File: src/core/psa_pkg.sv
/*
  Constants for the PHY status and auto-negotiation register subset: register
  indexes, field positions, reset values and fixed ability bits.
  Assumes a 5-bit register index, as seen by the indirect management path.
*/
package psa_pkg;

  // Register indexes as seen through the indirect management access path.
  localparam logic [4:0] PSA_IDX_STATUS = 5'h01;
  localparam logic [4:0] PSA_IDX_IDENT_HIGH = 5'h02;
  localparam logic [4:0] PSA_IDX_IDENT_LOW = 5'h03;
  localparam logic [4:0] PSA_IDX_ADVERTISE = 5'h04;
  localparam logic [4:0] PSA_IDX_PARTNER = 5'h05;

  // Basic status field positions.
  localparam int PSA_ST_T4 = 15;
  localparam int PSA_ST_ABIL_HI = 14;
  localparam int PSA_ST_ABIL_LO = 11;
  localparam int PSA_ST_AN_DONE = 5;
  localparam int PSA_ST_RFAULT = 4;
  localparam int PSA_ST_AN_ABLE = 3;
  localparam int PSA_ST_LINK = 2;
  localparam int PSA_ST_JABBER = 1;
  localparam int PSA_ST_EXT_CAP = 0;

  // Fixed ability values of the basic status register.
  localparam logic PSA_T4_ABLE = 1'b0;
  localparam logic [3:0] PSA_TECH_ABLE = 4'hf;
  localparam logic PSA_AN_ABLE = 1'b1;
  localparam logic PSA_EXT_CAP = 1'b1;

  // Advertisement and partner ability field positions.
  localparam int PSA_AB_NEXT_PAGE = 15;
  localparam int PSA_AB_ACK = 14;
  localparam int PSA_AB_RFAULT = 13;
  localparam int PSA_AB_PAUSE_SYM = 10;
  localparam int PSA_AB_PAUSE_ASYM = 11;
  localparam int PSA_AB_T4 = 9;

  // Writable bits of the advertisement register and its reset value.
  localparam logic [15:0] PSA_ADV_WMASK = 16'h2dff;
  localparam logic [15:0] PSA_ADV_RESET = 16'h01e1;

  // Captured bits of the partner ability register and its reset value.
  localparam logic [15:0] PSA_LPA_CMASK = 16'hafff;
  localparam logic [15:0] PSA_LPA_RESET = 16'h0001;

  // Identifier field split of the second identifier register.
  localparam int PSA_ID_MODEL_LO = 4;
  localparam int PSA_ID_OUI_LO = 10;

endpackage : psa_pkg

File: src/core/psa_phy_status_regs.sv
/*
  Status, identifier, advertisement and partner ability registers of a
  10/100 PHY, reached by index over the indirect management access path,
  and the pause resolution that follows a completed negotiation.
  Assumes the management requests, the negotiation engine outputs and the
  line status indications all come from logic on i_core_clk.
*/
// Overview of operation
// - Status bit 15 reads 0: no 100BASE-T4 ability.
// - Status bits 14 to 11 read 1: TX full, TX half, 10 full, 10 half.
// - Status bit 5 follows negotiation complete; resets to 0.
// - Status bit 4 latches high on remote fault.
// - Status bit 3 reads 1: negotiation able.
// - Status bit 2 is link state, latching low, reset 0.
// - Status bit 1 latches high on jabber.
// - Status bit 0 reads 1: extended registers present.
// - First identifier register holds identifier bits 3 to 18.
// - Second identifier bits 15 to 10 hold identifier bits 19 to 24.
// - Second identifier holds model in 9:4 and revision in 3:0.
// - Advertised pause field 11:10 is writable, reset 00.
// - With both pause kinds advertised, at most one is chosen after completion.
// - Advertised abilities 8:5 reset to 1; selector resets to 00001.
// - Partner next page bit is read-only, reset 0; no next page exchange.
// - Partner acknowledge bit sets once a code word arrives.
// - Partner pause field 11:10 is read-only, reset 00.
// - Partner fault, T4, abilities and selector read-only; selector resets 00001.
`timescale 1ns/1ns
module psa_phy_status_regs #(
  parameter logic [15:0] ID_OUI_HIGH = 16'h1234, // Arbitrary value.
  parameter logic [5:0] ID_OUI_LOW = 6'h15, // Arbitrary value.
  parameter logic [5:0] ID_MODEL = 6'h2a, // Arbitrary value.
  parameter logic [3:0] ID_REVISION = 4'h3 // Arbitrary value.
) (
  input wire logic i_core_clk,
  input wire logic i_rst_n,
  input wire logic i_reg_rd,
  input wire logic i_reg_wr,
  input wire logic [4:0] i_reg_idx,
  input wire logic [15:0] i_reg_wdata,
  output logic [15:0] o_reg_rdata,
  output logic o_reg_rvalid,
  input wire logic i_an_complete,
  input wire logic i_remote_fault,
  input wire logic i_link_up,
  input wire logic i_jabber,
  input wire logic i_partner_valid,
  input wire logic [15:0] i_partner_word,
  output logic [15:0] o_advertise,
  output logic o_pause_sym,
  output logic o_pause_asym_tx,
  output logic o_pause_asym_rx
);

  logic an_done;
  logic rfault_lat;
  logic link_lat;
  logic jabber_lat;
  logic [15:0] ident_high;
  logic [15:0] ident_low;
  logic [15:0] partner;
  logic rd_status;
  logic [15:0] status_word;
  logic [15:0] next_rdata;
  logic loc_sym;
  logic loc_asym;
  logic lp_sym;
  logic lp_asym;

  // A status read is the event that releases the latched bits.
  assign rd_status = i_reg_rd && (i_reg_idx == psa_pkg::PSA_IDX_STATUS);

  // Negotiation complete is a live level, registered once.
  always_ff @(posedge i_core_clk) begin
    if (!i_rst_n) begin
      an_done <= 1'b0;
    end else begin
      an_done <= i_an_complete;
    end
  end

  // Latching-high bits: a read reloads the live condition, so an event in
  // the read cycle itself is kept and never lost.
  always_ff @(posedge i_core_clk) begin
    if (!i_rst_n) begin
      rfault_lat <= 1'b0;
      jabber_lat <= 1'b0;
    end else if (rd_status) begin
      rfault_lat <= i_remote_fault;
      jabber_lat <= i_jabber;
    end else begin
      rfault_lat <= rfault_lat | i_remote_fault;
      jabber_lat <= jabber_lat | i_jabber;
    end
  end

  // Latching-low link bit: any drop holds it low until software reads it.
  always_ff @(posedge i_core_clk) begin
    if (!i_rst_n) begin
      link_lat <= 1'b0;
    end else if (rd_status) begin
      link_lat <= i_link_up;
    end else begin
      link_lat <= link_lat & i_link_up;
    end
  end

  // Identifier registers are writable; reset restores the identity values.
  always_ff @(posedge i_core_clk) begin
    if (!i_rst_n) begin
      ident_high <= ID_OUI_HIGH;
      ident_low <= {ID_OUI_LOW, ID_MODEL, ID_REVISION};
    end else if (i_reg_wr) begin
      if (i_reg_idx == psa_pkg::PSA_IDX_IDENT_HIGH) begin
        ident_high <= i_reg_wdata;
      end
      if (i_reg_idx == psa_pkg::PSA_IDX_IDENT_LOW) begin
        ident_low <= i_reg_wdata;
      end
    end
  end

  // Advertisement register; reserved bits are masked so they read zero.
  always_ff @(posedge i_core_clk) begin
    if (!i_rst_n) begin
      o_advertise <= psa_pkg::PSA_ADV_RESET;
    end else if (i_reg_wr && (i_reg_idx == psa_pkg::PSA_IDX_ADVERTISE)) begin
      o_advertise <= i_reg_wdata & psa_pkg::PSA_ADV_WMASK;
    end
  end

  // Partner ability is loaded only by the negotiation engine; writes from
  // the management side never reach it.
  always_ff @(posedge i_core_clk) begin
    if (!i_rst_n) begin
      partner <= psa_pkg::PSA_LPA_RESET;
    end else if (i_partner_valid) begin
      partner <= (i_partner_word & psa_pkg::PSA_LPA_CMASK)
        | (16'h0001 << psa_pkg::PSA_AB_ACK);
    end
  end

  // Basic status word, fixed abilities merged with live and latched bits.
  always_comb begin
    status_word = 16'h0000;
    status_word[psa_pkg::PSA_ST_T4] = psa_pkg::PSA_T4_ABLE;
    status_word[psa_pkg::PSA_ST_ABIL_HI:psa_pkg::PSA_ST_ABIL_LO] =
      psa_pkg::PSA_TECH_ABLE;
    status_word[psa_pkg::PSA_ST_AN_DONE] = an_done;
    status_word[psa_pkg::PSA_ST_RFAULT] = rfault_lat;
    status_word[psa_pkg::PSA_ST_AN_ABLE] = psa_pkg::PSA_AN_ABLE;
    status_word[psa_pkg::PSA_ST_LINK] = link_lat;
    status_word[psa_pkg::PSA_ST_JABBER] = jabber_lat;
    status_word[psa_pkg::PSA_ST_EXT_CAP] = psa_pkg::PSA_EXT_CAP;
  end

  // Read multiplexer; indexes outside this subset answer zero.
  always_comb begin
    case (i_reg_idx)
      psa_pkg::PSA_IDX_STATUS: next_rdata = status_word;
      psa_pkg::PSA_IDX_IDENT_HIGH: next_rdata = ident_high;
      psa_pkg::PSA_IDX_IDENT_LOW: next_rdata = ident_low;
      psa_pkg::PSA_IDX_ADVERTISE: next_rdata = o_advertise;
      psa_pkg::PSA_IDX_PARTNER: next_rdata = partner;
      default: next_rdata = 16'h0000;
    endcase
  end

  // Read data is registered and held until the next read, one cycle late.
  always_ff @(posedge i_core_clk) begin
    if (!i_rst_n) begin
      o_reg_rdata <= 16'h0000;
      o_reg_rvalid <= 1'b0;
    end else begin
      o_reg_rvalid <= i_reg_rd;
      if (i_reg_rd) begin
        o_reg_rdata <= next_rdata;
      end
    end
  end

  assign loc_sym = o_advertise[psa_pkg::PSA_AB_PAUSE_SYM];
  assign loc_asym = o_advertise[psa_pkg::PSA_AB_PAUSE_ASYM];
  assign lp_sym = partner[psa_pkg::PSA_AB_PAUSE_SYM];
  assign lp_asym = partner[psa_pkg::PSA_AB_PAUSE_ASYM];

  // Pause resolution after completion picks one setting at most; until the
  // negotiation completes no pause is enabled, so stale partner data is moot.
  always_ff @(posedge i_core_clk) begin
    if (!i_rst_n) begin
      o_pause_sym <= 1'b0;
      o_pause_asym_tx <= 1'b0;
      o_pause_asym_rx <= 1'b0;
    end else begin
      o_pause_sym <= an_done && loc_sym && lp_sym;
      o_pause_asym_tx <= an_done && !loc_sym && loc_asym && lp_sym && lp_asym;
      o_pause_asym_rx <= an_done && loc_sym && loc_asym && !lp_sym && lp_asym;
    end
  end

  // Checks on the register behaviour.
  property p_fixed_t4;
    @(posedge i_core_clk) disable iff (!i_rst_n)
    rd_status |=> o_reg_rvalid && !o_reg_rdata[15];
  endproperty
  a_fixed_t4: assert property (p_fixed_t4) else $error("T4 bit not zero");

  property p_fixed_tech;
    @(posedge i_core_clk) disable iff (!i_rst_n)
    rd_status |=> o_reg_rdata[14:11] == 4'hf && o_reg_rdata[10:6] == 5'h00;
  endproperty
  a_fixed_tech: assert property (p_fixed_tech) else $error("Ability bits wrong");

  property p_an_done;
    @(posedge i_core_clk) disable iff (!i_rst_n)
    rd_status ##1 $past(i_rst_n, 2) |-> o_reg_rdata[5] == $past(i_an_complete, 2);
  endproperty
  a_an_done: assert property (p_an_done) else $error("Complete bit mismatch");

  property p_rfault_latch;
    @(posedge i_core_clk) disable iff (!i_rst_n)
    i_remote_fault ##1 rd_status |=> o_reg_rdata[4];
  endproperty
  a_rfault_latch: assert property (p_rfault_latch) else $error("Fault not latched");

  property p_fixed_ext;
    @(posedge i_core_clk) disable iff (!i_rst_n)
    rd_status |=> o_reg_rdata[3] && o_reg_rdata[0];
  endproperty
  a_fixed_ext: assert property (p_fixed_ext) else $error("Able bits not set");

  property p_link_low;
    @(posedge i_core_clk) disable iff (!i_rst_n)
    !i_link_up ##1 rd_status |=> !o_reg_rdata[2];
  endproperty
  a_link_low: assert property (p_link_low) else $error("Link drop not latched");

  property p_jabber_latch;
    @(posedge i_core_clk) disable iff (!i_rst_n)
    i_jabber ##1 (rd_status && !i_jabber) ##1 rd_status |=> !o_reg_rdata[1];
  endproperty
  a_jabber_latch: assert property (p_jabber_latch) else $error("Jabber not released");

  property p_pause_one;
    @(posedge i_core_clk) disable iff (!i_rst_n)
    $onehot0({o_pause_sym, o_pause_asym_tx, o_pause_asym_rx})
      && ($past(an_done) || !(o_pause_sym || o_pause_asym_tx || o_pause_asym_rx));
  endproperty
  a_pause_one: assert property (p_pause_one) else $error("Pause not exclusive");

  property p_adv_write;
    @(posedge i_core_clk) disable iff (!i_rst_n)
    i_reg_wr && i_reg_idx == psa_pkg::PSA_IDX_ADVERTISE
      |=> o_advertise == ($past(i_reg_wdata) & psa_pkg::PSA_ADV_WMASK);
  endproperty
  a_adv_write: assert property (p_adv_write) else $error("Advert write lost");

  property p_partner_ack;
    @(posedge i_core_clk) disable iff (!i_rst_n)
    i_partner_valid ##1 (i_reg_rd && i_reg_idx == psa_pkg::PSA_IDX_PARTNER && !i_partner_valid)
      |=> o_reg_rdata[14] && o_reg_rdata[12] == 1'b0;
  endproperty
  a_partner_ack: assert property (p_partner_ack) else $error("Ack bit not set");

  property p_unmapped;
    @(posedge i_core_clk) disable iff (!i_rst_n)
    i_reg_rd && (i_reg_idx == 5'h00 || i_reg_idx > 5'h05) |=> o_reg_rdata == 16'h0000;
  endproperty
  a_unmapped: assert property (p_unmapped) else $error("Unmapped read not zero");

  // Port timing: the answer flag follows each read by exactly one cycle.
  property p_rvalid_pulse;
    @(posedge i_core_clk) disable iff (!i_rst_n)
    o_reg_rvalid == $past(i_reg_rd);
  endproperty
  a_rvalid_pulse: assert property (p_rvalid_pulse) else $error("Read answer late");

  // Read data must hold between reads so a slow master still sees it.
  property p_rdata_hold;
    @(posedge i_core_clk) disable iff (!i_rst_n)
    !$past(i_reg_rd) |-> $stable(o_reg_rdata);
  endproperty
  a_rdata_hold: assert property (p_rdata_hold) else $error("Read data moved");

  // Management writes never reach the partner register.
  property p_partner_ro;
    @(posedge i_core_clk) disable iff (!i_rst_n)
    i_reg_wr && i_reg_idx == psa_pkg::PSA_IDX_PARTNER && !i_partner_valid
      |=> partner == $past(partner);
  endproperty
  a_partner_ro: assert property (p_partner_ro) else $error("Partner was written");

  property p_ident_high_wr;
    @(posedge i_core_clk) disable iff (!i_rst_n)
    i_reg_wr && i_reg_idx == psa_pkg::PSA_IDX_IDENT_HIGH |=> ident_high == $past(i_reg_wdata);
  endproperty
  a_ident_high_wr: assert property (p_ident_high_wr) else $error("Ident high lost");

  property p_ident_low_wr;
    @(posedge i_core_clk) disable iff (!i_rst_n)
    i_reg_wr && i_reg_idx == psa_pkg::PSA_IDX_IDENT_LOW |=> ident_low == $past(i_reg_wdata);
  endproperty
  a_ident_low_wr: assert property (p_ident_low_wr) else $error("Ident low lost");

  // Latch set paths: an event always lands, even in a read cycle.
  property p_jabber_set;
    @(posedge i_core_clk) disable iff (!i_rst_n)
    i_jabber |=> jabber_lat;
  endproperty
  a_jabber_set: assert property (p_jabber_set) else $error("Jabber event lost");

  property p_rfault_set;
    @(posedge i_core_clk) disable iff (!i_rst_n)
    i_remote_fault |=> rfault_lat;
  endproperty
  a_rfault_set: assert property (p_rfault_set) else $error("Fault event lost");

  property p_link_drop;
    @(posedge i_core_clk) disable iff (!i_rst_n)
    !i_link_up |=> !link_lat;
  endproperty
  a_link_drop: assert property (p_link_drop) else $error("Link drop lost");

  property p_an_follow;
    @(posedge i_core_clk) disable iff (!i_rst_n)
    an_done == $past(i_an_complete);
  endproperty
  a_an_follow: assert property (p_an_follow) else $error("Complete not tracked");

  // The acknowledge bit is forced on whatever the code word carries.
  property p_partner_load;
    @(posedge i_core_clk) disable iff (!i_rst_n)
    i_partner_valid |=> partner == (($past(i_partner_word) & 16'hafff) | 16'h4000);
  endproperty
  a_partner_load: assert property (p_partner_load) else $error("Partner load wrong");

  property p_adv_reserved;
    @(posedge i_core_clk) disable iff (!i_rst_n)
    (o_advertise & ~psa_pkg::PSA_ADV_WMASK) == 16'h0000;
  endproperty
  a_adv_reserved: assert property (p_adv_reserved) else $error("Reserved bit set");

  cover property (@(posedge i_core_clk) disable iff (!i_rst_n) rd_status ##1 o_reg_rdata[4]);
  cover property (@(posedge i_core_clk) disable iff (!i_rst_n)
    i_reg_wr && i_reg_idx == psa_pkg::PSA_IDX_ADVERTISE);
  cover property (@(posedge i_core_clk) disable iff (!i_rst_n) i_partner_valid);
  cover property (@(posedge i_core_clk) disable iff (!i_rst_n) o_pause_asym_rx);
  cover property (@(posedge i_core_clk) disable iff (!i_rst_n) o_pause_sym);

endmodule : psa_phy_status_regs

File: config.mk
export PLATFORM = sky130hd
export DESIGN_NAME = psa_phy_status_regs
export DESIGN_NICKNAME = d
export VERILOG_FILES = /design/src/core/psa_pkg.sv /design/src/core/psa_phy_status_regs.sv
export SDC_FILE = /design/constraint.sdc
export NUM_CORES = 1
export LEC_CHECK = 0
export BUFFER_PORTS_ARGS = -buffer_cell sky130_fd_sc_hd__buf_4
export CORE_UTILIZATION = 50
export CTS_BUF_LIST = sky130_fd_sc_hd__clkbuf_16
export DETAILED_ROUTE_END_ITERATION = 8
export MAX_ROUTING_LAYER = met4
export PLACE_DENSITY = 0.75
export SYNTH_ARGS = -nofsm -noshare
export SYNTH_HDL_FRONTEND = slang
export SYNTH_SLANG_ARGS = --single-unit
export TNS_END_PERCENT = 50
File: constraint.sdc
create_clock -name i_core_clk -period 4.7 [get_ports i_core_clk]
set_input_delay 0.705 -clock i_core_clk [delete_from_list [all_inputs] [get_ports i_core_clk]]
set_output_delay 0.705 -clock i_core_clk [all_outputs]
set_load 0.05 [all_outputs]
-- Yosys cells after proc, flatten, opt, wreduce, memory -nomap -nowiden
Cells that the tools add are included.
- bits in registers: 83
- latch bits: 0
- RAM bits: 0
- bits in read-only memories: 0
- input bits: 46
- word-level logic and storage cells: 40
- memories: 0
- add/sub/neg operators: 0
- multiply operators: 0
- div/mod/pow operators: 0
- magnitude comparators: 0
- eq/ne operators: 5
- shift-type cells: 0
- multiplexer cells: 4
- bitwise gates (word level): 3
- reduce and logical (&&, ||, !) cells: 15
- operator list (operator ; number):
    case mux 16 bit (5 select lines) ; 1
    logical AND 1 bit ; 11
    equality test 5 x 2 -> 1 bit (second input constant) ; 2
    equality test 5 x 3 -> 1 bit (second input constant) ; 2
    equality test 5 x 1 -> 1 bit (second input constant) ; 1
    AND reduction 2 bit ; 2
    2-to-1 mux 1 bit ; 3
    logical NOT 1 bit ; 2
    bitwise OR 1 bit ; 2
    bitwise AND 1 bit ; 1

-- Depth between registers and ports, before layout
Gate-level depths: netlist (run 1).
- depth after elaboration: 5
- depth in mapped cells: 6
- gate-level depth less buffers: 3

-- Least setup slack after synthesis (run 1)
Ideal clock, no wire load.
- kind: input port to flip-flop
- from: input i_reg_idx[2]
- to: register ident_high[0]
- setup time: 128 ps
- data arrival time: 1946 ps
- data required time: 4572 ps
- slack: 2626 ps
- stages: 6
- cell sequence: buf_2 -> or4b_1 -> buf_4 -> buf_4 -> o211ai_1 -> o41ai_2
- longest elaborated chain between the ends: 2
- RTL lines (element ; line ; RTL):
    start: declaration ; psa_phy_status_regs.sv:38 ; input wire logic [4:0] i_reg_idx,
    equality test 5 x 2 -> 1 bit ; psa_phy_status_regs.sv:113 ; if (i_reg_idx == psa_pkg::PSA_IDX_IDENT_HIGH) begin
    AND reduction 2 bit (no source line) ; -- ;
    end signal: assignment ; psa_phy_status_regs.sv:114 ; ident_high <= i_reg_wdata;
    end: declaration ; psa_phy_status_regs.sv:58 ; logic [15:0] ident_high;
No other way between the ends.
A chain may end at the register's enable or synchronous reset.

-- Worst setup path after layout (run 1)
- from: input i_reg_idx[2]
- to: register ident_low[5]
- longest elaborated chain between the ends: 2
- RTL lines (element ; line ; RTL):
    equality test 5 x 2 -> 1 bit ; psa_phy_status_regs.sv:116 ; if (i_reg_idx == psa_pkg::PSA_IDX_IDENT_LOW) begin
    AND reduction 2 bit (no source line) ; -- ;
    end signal: assignment ; psa_phy_status_regs.sv:111 ; ident_low <= {ID_OUI_LOW, ID_MODEL, ID_REVISION};
    end signal: assignment ; psa_phy_status_regs.sv:117 ; ident_low <= i_reg_wdata;
    end: declaration ; psa_phy_status_regs.sv:59 ; logic [15:0] ident_low;
No other way between the ends.

==> results.json, run 1 <==
{
  "cts_tree": "built",
  "start_util_pct": 52.8,
  "drc": 0,
  "final_antenna_net_count": 0,
  "synth_top_family_by_area": "compound AO/OA/AOI/OAI gates",
  "cp_cell_sequence": "buf_4, nor4b_4, nand3_1, a211o_1",
  "drtIter0Drc": 293,
  "die_x_um": 87.4,
  "status": "finished, final reports clean",
  "setup_tns_ns": 0,
  "clk_root_buffer_cell": "clkbuf_16",
  "grt_pass1_vias": 2909,
  "clock.fmax_mhz": 450,
  "synth_fa_ha_area_share_pct": 0,
  "grt_max_degree": 62,
  "critical_path_class": "in2reg",
  "power_w": 0.00169,
  "arrival_ns": 2.45,
  "htree_levels": 3,
  "skew_ns": 0.00551,
  "syn_area_per_cell_um2": 9.59,
  "ir_drop_v": 0.000189,
  "yosysWarnings": 0,
  "synthTopCellsByCount": "dfxtp_1 (83), mux2i_1 (39), o21ai_0 (37)",
  "clkSinkCount": 83,
  "register_area_mm2": 0.00166,
  "post_cts.repair.setup_buffers": 0,
  "wire_per_inst_um": 17.5,
  "syn_inst": 380,
  "dieArea_mm2": 0.00763,
  "netlist_area_mm2": 0.00364,
  "core-area_mm2": 0.00691,
  "place_congestion": 0.795,
  "crit_path_top_delay_cell": "nand3_1",
  "place_ws_ns": 2.17,
  "cap_violations": 0,
  "clkTransAtPathRegs_ns": 0.06,
  "first_pass_iters": 5,
  "grtUsageTotal_pct": 25.9,
  "yosysTopAreaCellShare_pct": 45.6,
  "required_ns": 4.92,
  "slew_viol_final": 0,
  "die_y_um": 87.4,
  "ctsLongestPathBuffers": 2,
  "timing.hold.ws_ns": 0.462,
  "yosysTopAreaCell": "dfxtp_1",
  "hold_viol": 0,
  "cp_slowest_stage_delay_ns": 0.61,
  "grt_pass1_wl_um": 14700,
  "area_growth_pct": 23.5,
  "power_density_mw_per_mm2": 375,
  "multi_input_area_mm2": 0.00175,
  "pin_count": 82,
  "holdBufCountCts": 0,
  "setup_ws_ns": 2.48,
  "ctsResizeCount": 0,
  "cp-start-kind": "input port",
  "antenna_found_initial": 0,
  "synth.mux.area_fraction_pct": 12.0,
  "min_period_over_period_pct": 47.3,
  "leakage_nw": 1.86,
  "synth_compound_area_share_pct": 22.7,
  "routed_wl_um": 9340,
  "grt_overflow": 0,
  "synth_edf_count": 0,
  "synth-xor-area-share_pct": 0,
  "synth_ff_type": "dfxtp_1",
  "clk_latency_ns": 0.33,
  "cts_buffers": 9,
  "hpwl_um": 6140,
  "vias": 3104,
  "tightest_slew_ns": 0.737,
  "fin_nets": 480,
  "yosysMostFrequentCell": "dfxtp_1",
  "synth-simple-area-share_pct": 12.9,
  "vias_per_cell": 5.81,
  "synthTopCellsByArea": "dfxtp_1 (46%), mux2i_1 (11%), o21ai_0 (5.1%), o211ai_1 (4.1%), nand3_1 (2.9%)",
  "yosysSeqAreaShare_pct": 45.6,
  "slew_headroom_pct": 50.7,
  "fp-row-count": 30,
  "rsz0062_at_grt": "no",
  "portBuffers": 75,
  "ys_ff_latch": 83,
  "setup_viol": 0,
  "ys_types": 45,
  "fillCellCount": 584,
  "post-route-min-period_ns": 2.22,
  "diodes": 0,
  "hold_path_class": "reg2reg",
  "ys_async_sr_fraction_pct": 0,
  "drive_gt1_share_pct": 25.6,
  "worst-path-max-fanout": 19,
  "end_kind": "register"
}
-- per-stage QoR --
step / util [%] / std cells / instance area (um2)
6_report: 65.1 / 534 / 4500
5_1_grt: 65.1 / 534 / 4500
4_1_cts: 65.1 / 534 / 4500
3_5_place_dp: 60.3 / 519 / 4170
3_3_place_gp: 60.3 / 519 / 4170
2_1_floorplan: - / 383 / 3650
-- critical path, delay by kind of cell --
family | cells | cell delay (ns)
simple gates | 2 | 1.08
compound gates | 1 | 0.45
buf+inv | 1 | 0.19
-- report_power, final --
part	internal, W	switching, W	total, W	leakage, nW
registers	0.000721	0.0000113	0.000733	0.676
clock network	0.000513	0.000274	0.000787	0.163
logic	0.0000623	0.000104	0.000167	1.02
total	0.00130	0.000389	0.00169	1.86
-- path summary, 6_finish.rpt --
| path | endpoint | slack [ns] | cells past startpoint | start |
|---|---|---|---|---|
| worst max-delay path | ident_low[5] | 2.48 | 4 | i_reg_idx[2] |
| worst max register to register | o_reg_rdata[1] | 3.62 | 3 | ident_high[1] |
| worst min register to register | o_pause_asym_rx | 0.46 | 2 | an_done |
| worst min-delay path | o_pause_asym_rx | 0.46 | 2 | an_done |
-- cells by family (layout without fill, tap and decap cells) --
family | after synthesis | count (layout)
and+or+nand+nor | 89 | 89
DFF | 83 | 83
other | 1 | 4
muxes | 43 | 43
buffers and inverters | 51 | 106
AOI/OAI and AO/OA | 113 | 113
-- registers in the layout, indices dropped and copies added (netlist names) --
signal	flops
ident_high	16
o_pause_asym_tx	1
link_lat	1
o_pause_asym_rx	1
jabber_lat	1
o_pause_sym	1
o_reg_rdata	16
rfault_lat	1
ident_low	16
partner	15
o_reg_rvalid	1
o_advertise	12
an_done	1
-- area by class of cell --
type	instances	share of cell area [%]
Sequential cell	83	36.9
Multi-Input combinational cell	249	38.8
Timing Repair Buffer	79	13.2
Inverter	12	1.00
Tap cell	96	2.67
Clock buffer	9	5.01
Clock inverter	6	2.36
-- cells in the final DEF, fill, tap and decap left out, types with 4 or more instances in the layout --
cell / netlist / layout
conb_1: 1 / 4
o221ai_1: 4 / 4
o41ai_2: 5 / 5
inv_1: 11 / 12
o221a_2: 4 / 4
a21oi_1: 8 / 8
and3_1: 4 / 4
nand3_1: 21 / 21
o22ai_1: 7 / 7
o211ai_1: 20 / 20
nor2_1: 19 / 19
dfxtp_1: 83 / 83
nand2b_1: 5 / 5
mux2i_1: 39 / 39
a22oi_1: 4 / 4
o21ai_0: 37 / 37
nor2b_1: 4 / 4
a31oi_1: 4 / 4
nand2_1: 22 / 22
a22o_1: 7 / 7
mux2_2: 4 / 4
clkbuf_16: 0 / 9
buf_4: 6 / 79
-- per-layer routing --
layer  global-route usage, %  vias to the layer above  wire [um]
li1                        -                     1498          -
met1                    35.3                     1513       4440
met2                    40.0                       87       4380
met3                    3.22                        6        432
met4                    8.05                        0         82
met5                       -                        -          0
Power figures use the tool's default switching activity.
==> run 2: changes to the inputs <==
--- a/config.mk
+++ b/config.mk
@@ -6,7 +6,7 @@
 export NUM_CORES = 1
 export LEC_CHECK = 0
 export BUFFER_PORTS_ARGS = -buffer_cell sky130_fd_sc_hd__buf_4
-export CORE_UTILIZATION = 50
+export CORE_UTILIZATION = 48
 export CTS_BUF_LIST = sky130_fd_sc_hd__clkbuf_16
 export DETAILED_ROUTE_END_ITERATION = 8
 export MAX_ROUTING_LAYER = met4
==> constraint.sdc (replaced) <==
create_clock -name i_core_clk -period 2 [get_ports i_core_clk]
set_input_delay 0.3 -clock i_core_clk [delete_from_list [all_inputs] [get_ports i_core_clk]]
set_output_delay 0.3 -clock i_core_clk [all_outputs]
set_load 0.05 [all_outputs]
==> results.json, run 2 (same netlist as run 1, synthesis figures left out) <==
{
  "status": "finished, final reports clean",
  "cap_violations": 0,
  "die_y_um": 89.1,
  "setup_tns_ns": 0,
  "post-place-cells": 535,
  "r2r-start": "ident_low[14]",
  "drive_gt1_share_pct": 27.4,
  "clk_root_buffer_cell": "clkbuf_16",
  "final_antenna_net_count": 0,
  "clkSinkCount": 83,
  "slew_viol_final": 0,
  "cp-start-kind": "input port",
  "grt_pass1_vias": 2885,
  "leakage_nw": 1.90,
  "portBuffers": 75,
  "diodes": 0,
  "clkTransAtPathRegs_ns": 0.06,
  "top_regs": "ident_high x16, ident_low x16, o_reg_rdata x16",
  "critical_path_class": "in2reg",
  "routed_wl_um": 9330,
  "hold_viol": 0,
  "vias": 3180,
  "worstSetupEndpoint": "ident_high[6]",
  "r2r_slack_ns": 1.00,
  "post_cts.repair.setup_buffers": 0,
  "ir_drop_v": 0.000446,
  "start_util_pct": 50.0,
  "slew_headroom_pct": 60.5,
  "pin_count": 82,
  "holdBufCountCts": 0,
  "wire_per_inst_um": 16.9,
  "clock.fmax_mhz": 652,
  "skew_ns": 0.00317,
  "vias_per_cell": 5.77,
  "grt_overflow": 0,
  "hold_path_class": "in2reg",
  "fin_util_pct": 62.4,
  "finalNonFillerCells": 551,
  "antenna_found_initial": 0,
  "ctsLongestPathBuffers": 2,
  "rsz0062_at_grt": "no",
  "setup_viol": 0,
  "arrival_ns": 1.79,
  "power_density_mw_per_mm2": 817,
  "die_x_um": 89.1,
  "drc": 0,
  "worst-path-max-fanout": 34,
  "drtIter0Drc": 267,
  "tightest_slew_ns": 0.590,
  "grtUsageTotal_pct": 25.0,
  "ctsResizeCount": 0,
  "first_pass_iters": 5,
  "required_ns": 2.26,
  "mostFrequentLayoutCells": "buf_4 (92), dfxtp_1 (83), mux2i_1 (39)",
  "final_area_mm2": 0.00455,
  "clk_latency_ns": 0.33,
  "final_common_cell": "buf_4",
  "reg2regPathDepth": 3,
  "r2r_end": "o_reg_rdata[14]",
  "htree_levels": 3,
  "min_period_over_period_pct": 76.7,
  "post-route-min-period_ns": 1.53,
  "cp-startpoint": "i_reg_idx[4]",
  "end_kind": "register",
  "cts_tree": "built",
  "grt_pass1_wl_um": 14400,
  "fin_nets": 493,
  "area_growth_pct": 24.9,
  "hpwl_um": 6430,
  "placed_area_mm2": 0.00427,
  "cts_buffers": 9,
  "fp-row-count": 31,
  "dieArea_mm2": 0.00794,
  "place_congestion": 0.816,
  "grt_max_degree": 40,
  "core-area_mm2": 0.00729
}
==> run 2: changes by cell type in the layout (fill, tap and decap cells not counted), sizes merged <==
cell    change
inv         -1
clkinv      +4
bufinv      -2
buf        +13
==> run 2: worst min-delay path by stage <==
stage,from,end,slack (ns),cells after the start
3_3_place_gp,ident_high[13],ident_high[13],0.44,2
3_5_place_dp,ident_high[3],ident_high[3],0.45,2
4_1_cts,i_remote_fault,rfault_lat,0.18,2
5_1_grt,i_jabber,jabber_lat,0.19,2
6_report,i_remote_fault,rfault_lat,0.18,2
2_1_floorplan,i_link_up,link_lat,0.42,2
==> run 2: through the flow <==
step                total power [W]  setup WS (ns)  hold slack [ns]
finish                      0.00372          0.467            0.177
global route                0.00383          0.394            0.186
CTS                         0.00372          0.475            0.176
detailed placement          0.00216          0.134            0.453
global placement            0.00215          0.193            0.441
floorplan                   0.00201          0.331            0.419
==> run 2: per-layer routing <==
metal / global-route usage, % / wire length [um] / vias up
li1: - / - / 1528
met1: 32.9 / 4210 / 1525
met2: 38.5 / 4450 / 112
met3: 3.79 / 502 / 15
met4: 10.1 / 167 / 0
met5: - / 0 / -
==> run 2: where the power goes <==
part	leakage (nW)	internal [W]	switching [W]	total, W
logic	1.08	0.000158	0.000247	0.000405
clock network	0.138	0.000949	0.000644	0.00159
registers	0.676	0.00169	0.0000247	0.00172
==> run 2: cell type report <==
class,count,area (um2)
clock buffer,9,225
clock inverter,7,58.8
fill,607,2740
inverter,12,45.0
multi-input combinational,249,1750
sequential,83,1660
tap,99,124
timing repair buffer,92,691
==> run 2: worst max-delay path: stages <==
cell     delay, ns
buf_4         0.15
or4b_1        0.55
buf_4         0.28
nor2_4        0.29
mux2i_1       0.22
==> run 3: changes to the inputs <==
--- a/config.mk
+++ b/config.mk
@@ -5,6 +5,7 @@
 export SDC_FILE = /design/constraint.sdc
 export NUM_CORES = 1
 export LEC_CHECK = 0
+export ABC_AREA = 1
 export BUFFER_PORTS_ARGS = -buffer_cell sky130_fd_sc_hd__buf_4
 export CORE_UTILIZATION = 48
 export CTS_BUF_LIST = sky130_fd_sc_hd__clkbuf_16
==> constraint.sdc (replaced) <==
create_clock -name i_core_clk -period 1.3 [get_ports i_core_clk]
set_input_delay 0.195 -clock i_core_clk [delete_from_list [all_inputs] [get_ports i_core_clk]]
set_output_delay 0.195 -clock i_core_clk [all_outputs]
set_load 0.05 [all_outputs]
==> results.json, run 3 <==
{
  "status": "finished, final reports clean",
  "drtIter0Drc": 225,
  "hold_viol": 0,
  "yosysMostFrequentCell": "nand2_1",
  "place_congestion": 0.873,
  "grtUsageTotal_pct": 25.9,
  "place_ws_ns": 0.00157,
  "required_ns": 1.11,
  "cts_tree": "built",
  "ys_types": 28,
  "hold_path_class": "in2reg",
  "ir_drop_v": 0.000766,
  "yosysWarnings": 0,
  "register_area_mm2": 0.00166,
  "timing.hold.ws_ns": 0.0469,
  "vias": 3368,
  "portBuffers": 75,
  "fp-row-count": 30,
  "cp-start-kind": "register",
  "drive_gt1_share_pct": 24.7,
  "yosysSeqAreaShare_pct": 47.9,
  "core-area_mm2": 0.00687,
  "crit_buf_inv": 1,
  "post_cts.repair.setup_buffers": 0,
  "setup_ws_ns": 0.135,
  "synthTopCellsByArea": "dfxtp_1 (48%), nand2_1 (12%), nor2_1 (7.7%), o21ai_0 (6.8%), a21oi_1 (4.5%)",
  "synthTopCellsByCount": "nand2_1 (114), dfxtp_1 (83), nor2_1 (71)",
  "fin_nets": 603,
  "drc": 0,
  "holdBufCountCts": 0,
  "arrival_ns": 0.97,
  "area_growth_pct": 32.2,
  "final_antenna_net_count": 0,
  "cpLargestDelayFamily": "flip-flops",
  "power.internal_w": 0.00452,
  "grt_pass1_wl_um": 14500,
  "diodes": 0,
  "min_period_over_period_pct": 89.6,
  "p_sw_share_pct": 24.0,
  "p_comb_share_pct": 10.0,
  "grt_overflow": 0,
  "yosysTopAreaCellShare_pct": 47.9,
  "start_util_pct": 50.5,
  "wire_per_inst_um": 13.7,
  "clockPowerShare_pct": 45.3,
  "hpwl_um": 6450,
  "crit_path_top_delay_cell": "dfxtp_1",
  "synth_ff_type": "dfxtp_1",
  "clk_root_buffer_cell": "clkbuf_16",
  "top_regs": "ident_high x16, ident_low x16, o_reg_rdata x16",
  "syn_inst": 470,
  "worst-path-max-fanout": 4,
  "ys_ff_latch": 83,
  "skew_ns": 0.00417,
  "post-route-min-period_ns": 1.16,
  "netlist_area_mm2": 0.00347,
  "final_common_cell": "nand2_1",
  "power_density_mw_per_mm2": 1300,
  "yosysTopAreaCell": "dfxtp_1",
  "clock.fmax_mhz": 858,
  "clkSinkCount": 83,
  "dieArea_mm2": 0.00757,
  "vias_per_cell": 5.12,
  "use_met1_pct": 32.4,
  "routed_wl_um": 8990,
  "mostFrequentLayoutCells": "nand2_1 (114), buf_4 (94), dfxtp_1 (83)",
  "htree_levels": 3,
  "end_kind": "output port",
  "clk_latency_ns": 0.34,
  "grt_max_degree": 32,
  "first_pass_iters": 5,
  "die_y_um": 87.0,
  "critical_path_class": "reg2out",
  "multi_input_area_mm2": 0.00156,
  "antenna_found_initial": 0,
  "setup_viol": 0,
  "rsz0062_at_grt": "no",
  "cp_slowest_stage_delay_ns": 0.41,
  "pin_count": 82,
  "grt.busiest_layer": "met2",
  "grt_util_met3_pct": 5.78,
  "cts_buffers": 9,
  "setup_tns_ns": 0,
  "cp_cell_sequence": "buf_4",
  "grt_pass1_vias": 3108,
  "cap_violations": 0,
  "synth_edf_count": 0,
  "p_switching_w": 0.00143,
  "sequentialPowerShare_pct": 44.7,
  "syn_area_per_cell_um2": 7.38,
  "ctsLongestPathBuffers": 2,
  "fillCellCount": 575,
  "die_x_um": 87.0,
  "slew_viol_final": 0,
  "clkTransAtPathRegs_ns": 0.06,
  "ys_async_sr_fraction_pct": 0,
  "leakage_nw": 2.08,
  "met2_usage_pct": 40.8,
  "ctsResizeCount": 0
}
run 3: path summary, 6_finish.rpt:
check / cells after the start / startpoint / slack, ns / endpoint
worst max-delay path: 1 / o_advertise[10] / 0.14 / o_advertise[10]
worst min-delay path: 3 / i_an_complete / 0.05 / an_done
worst max register to register: 4 / o_advertise[10] / 0.38 / o_reg_rdata[10]
worst min register to register: 2 / ident_high[0] / 0.45 / ident_high[0]
run 3: layout make-up:
cell class	count	share of cell area, %
Timing Repair Buffer	100	18.0
Inverter	25	2.21
Clock buffer	9	4.91
Tap cell	96	2.62
Clock inverter	7	2.02
Sequential cell	83	36.2
Multi-Input combinational cell	338	34.0
run 3: power groups by stage:
| stage | combinational, W | clock [W] | sequential, W |
|---|---|---|---|
| after floorplan | 0.000252 | 0 | 0.00279 |
| after global placement | 0.000583 | 0 | 0.00271 |
| after detailed placement | 0.000590 | 0 | 0.00271 |
| after CTS | 0.000595 | 0.00272 | 0.00266 |
| after global routing | 0.000647 | 0.00284 | 0.00266 |
| final | 0.000594 | 0.00270 | 0.00266 |
run 3: per-stage QoR:
stage	instances	util (%)	total power, W	area (um2)
floorplan	473	-	0.00304	3480
global placement	642	62.1	0.00329	4270
detailed placement	642	62.1	0.00330	4270
CTS	658	66.7	0.00597	4580
global route	658	66.7	0.00615	4580
finish	658	66.7	0.00595	4580
run 3: tightest hold or removal path, cell delays in order:
cell     delay (ns)
buf_4          0.08
nand2_1        0.04
inv_1          0.04
run 3: cells by family (layout without fill, tap and decap cells):
kind of cell,after synthesis,after routing,synth area share [%]
compound gates,89,89,13.4
flops,83,83,47.9
other cells,1,4,0.108
buf+inv,52,141,7.47
simple gates,245,245,31.1
run 3: metal layers:
| layer | routed length, um | part of all wire [%] | up-vias |
|---|---|---|---|
| li1 | - | - | 1701 |
| met4 | 138 | 1.5 | 0 |
| met3 | 634 | 7.1 | 12 |
| met2 | 4250 | 47 | 126 |
| met5 | 0 | 0 | - |
| met1 | 3970 | 44 | 1529 |
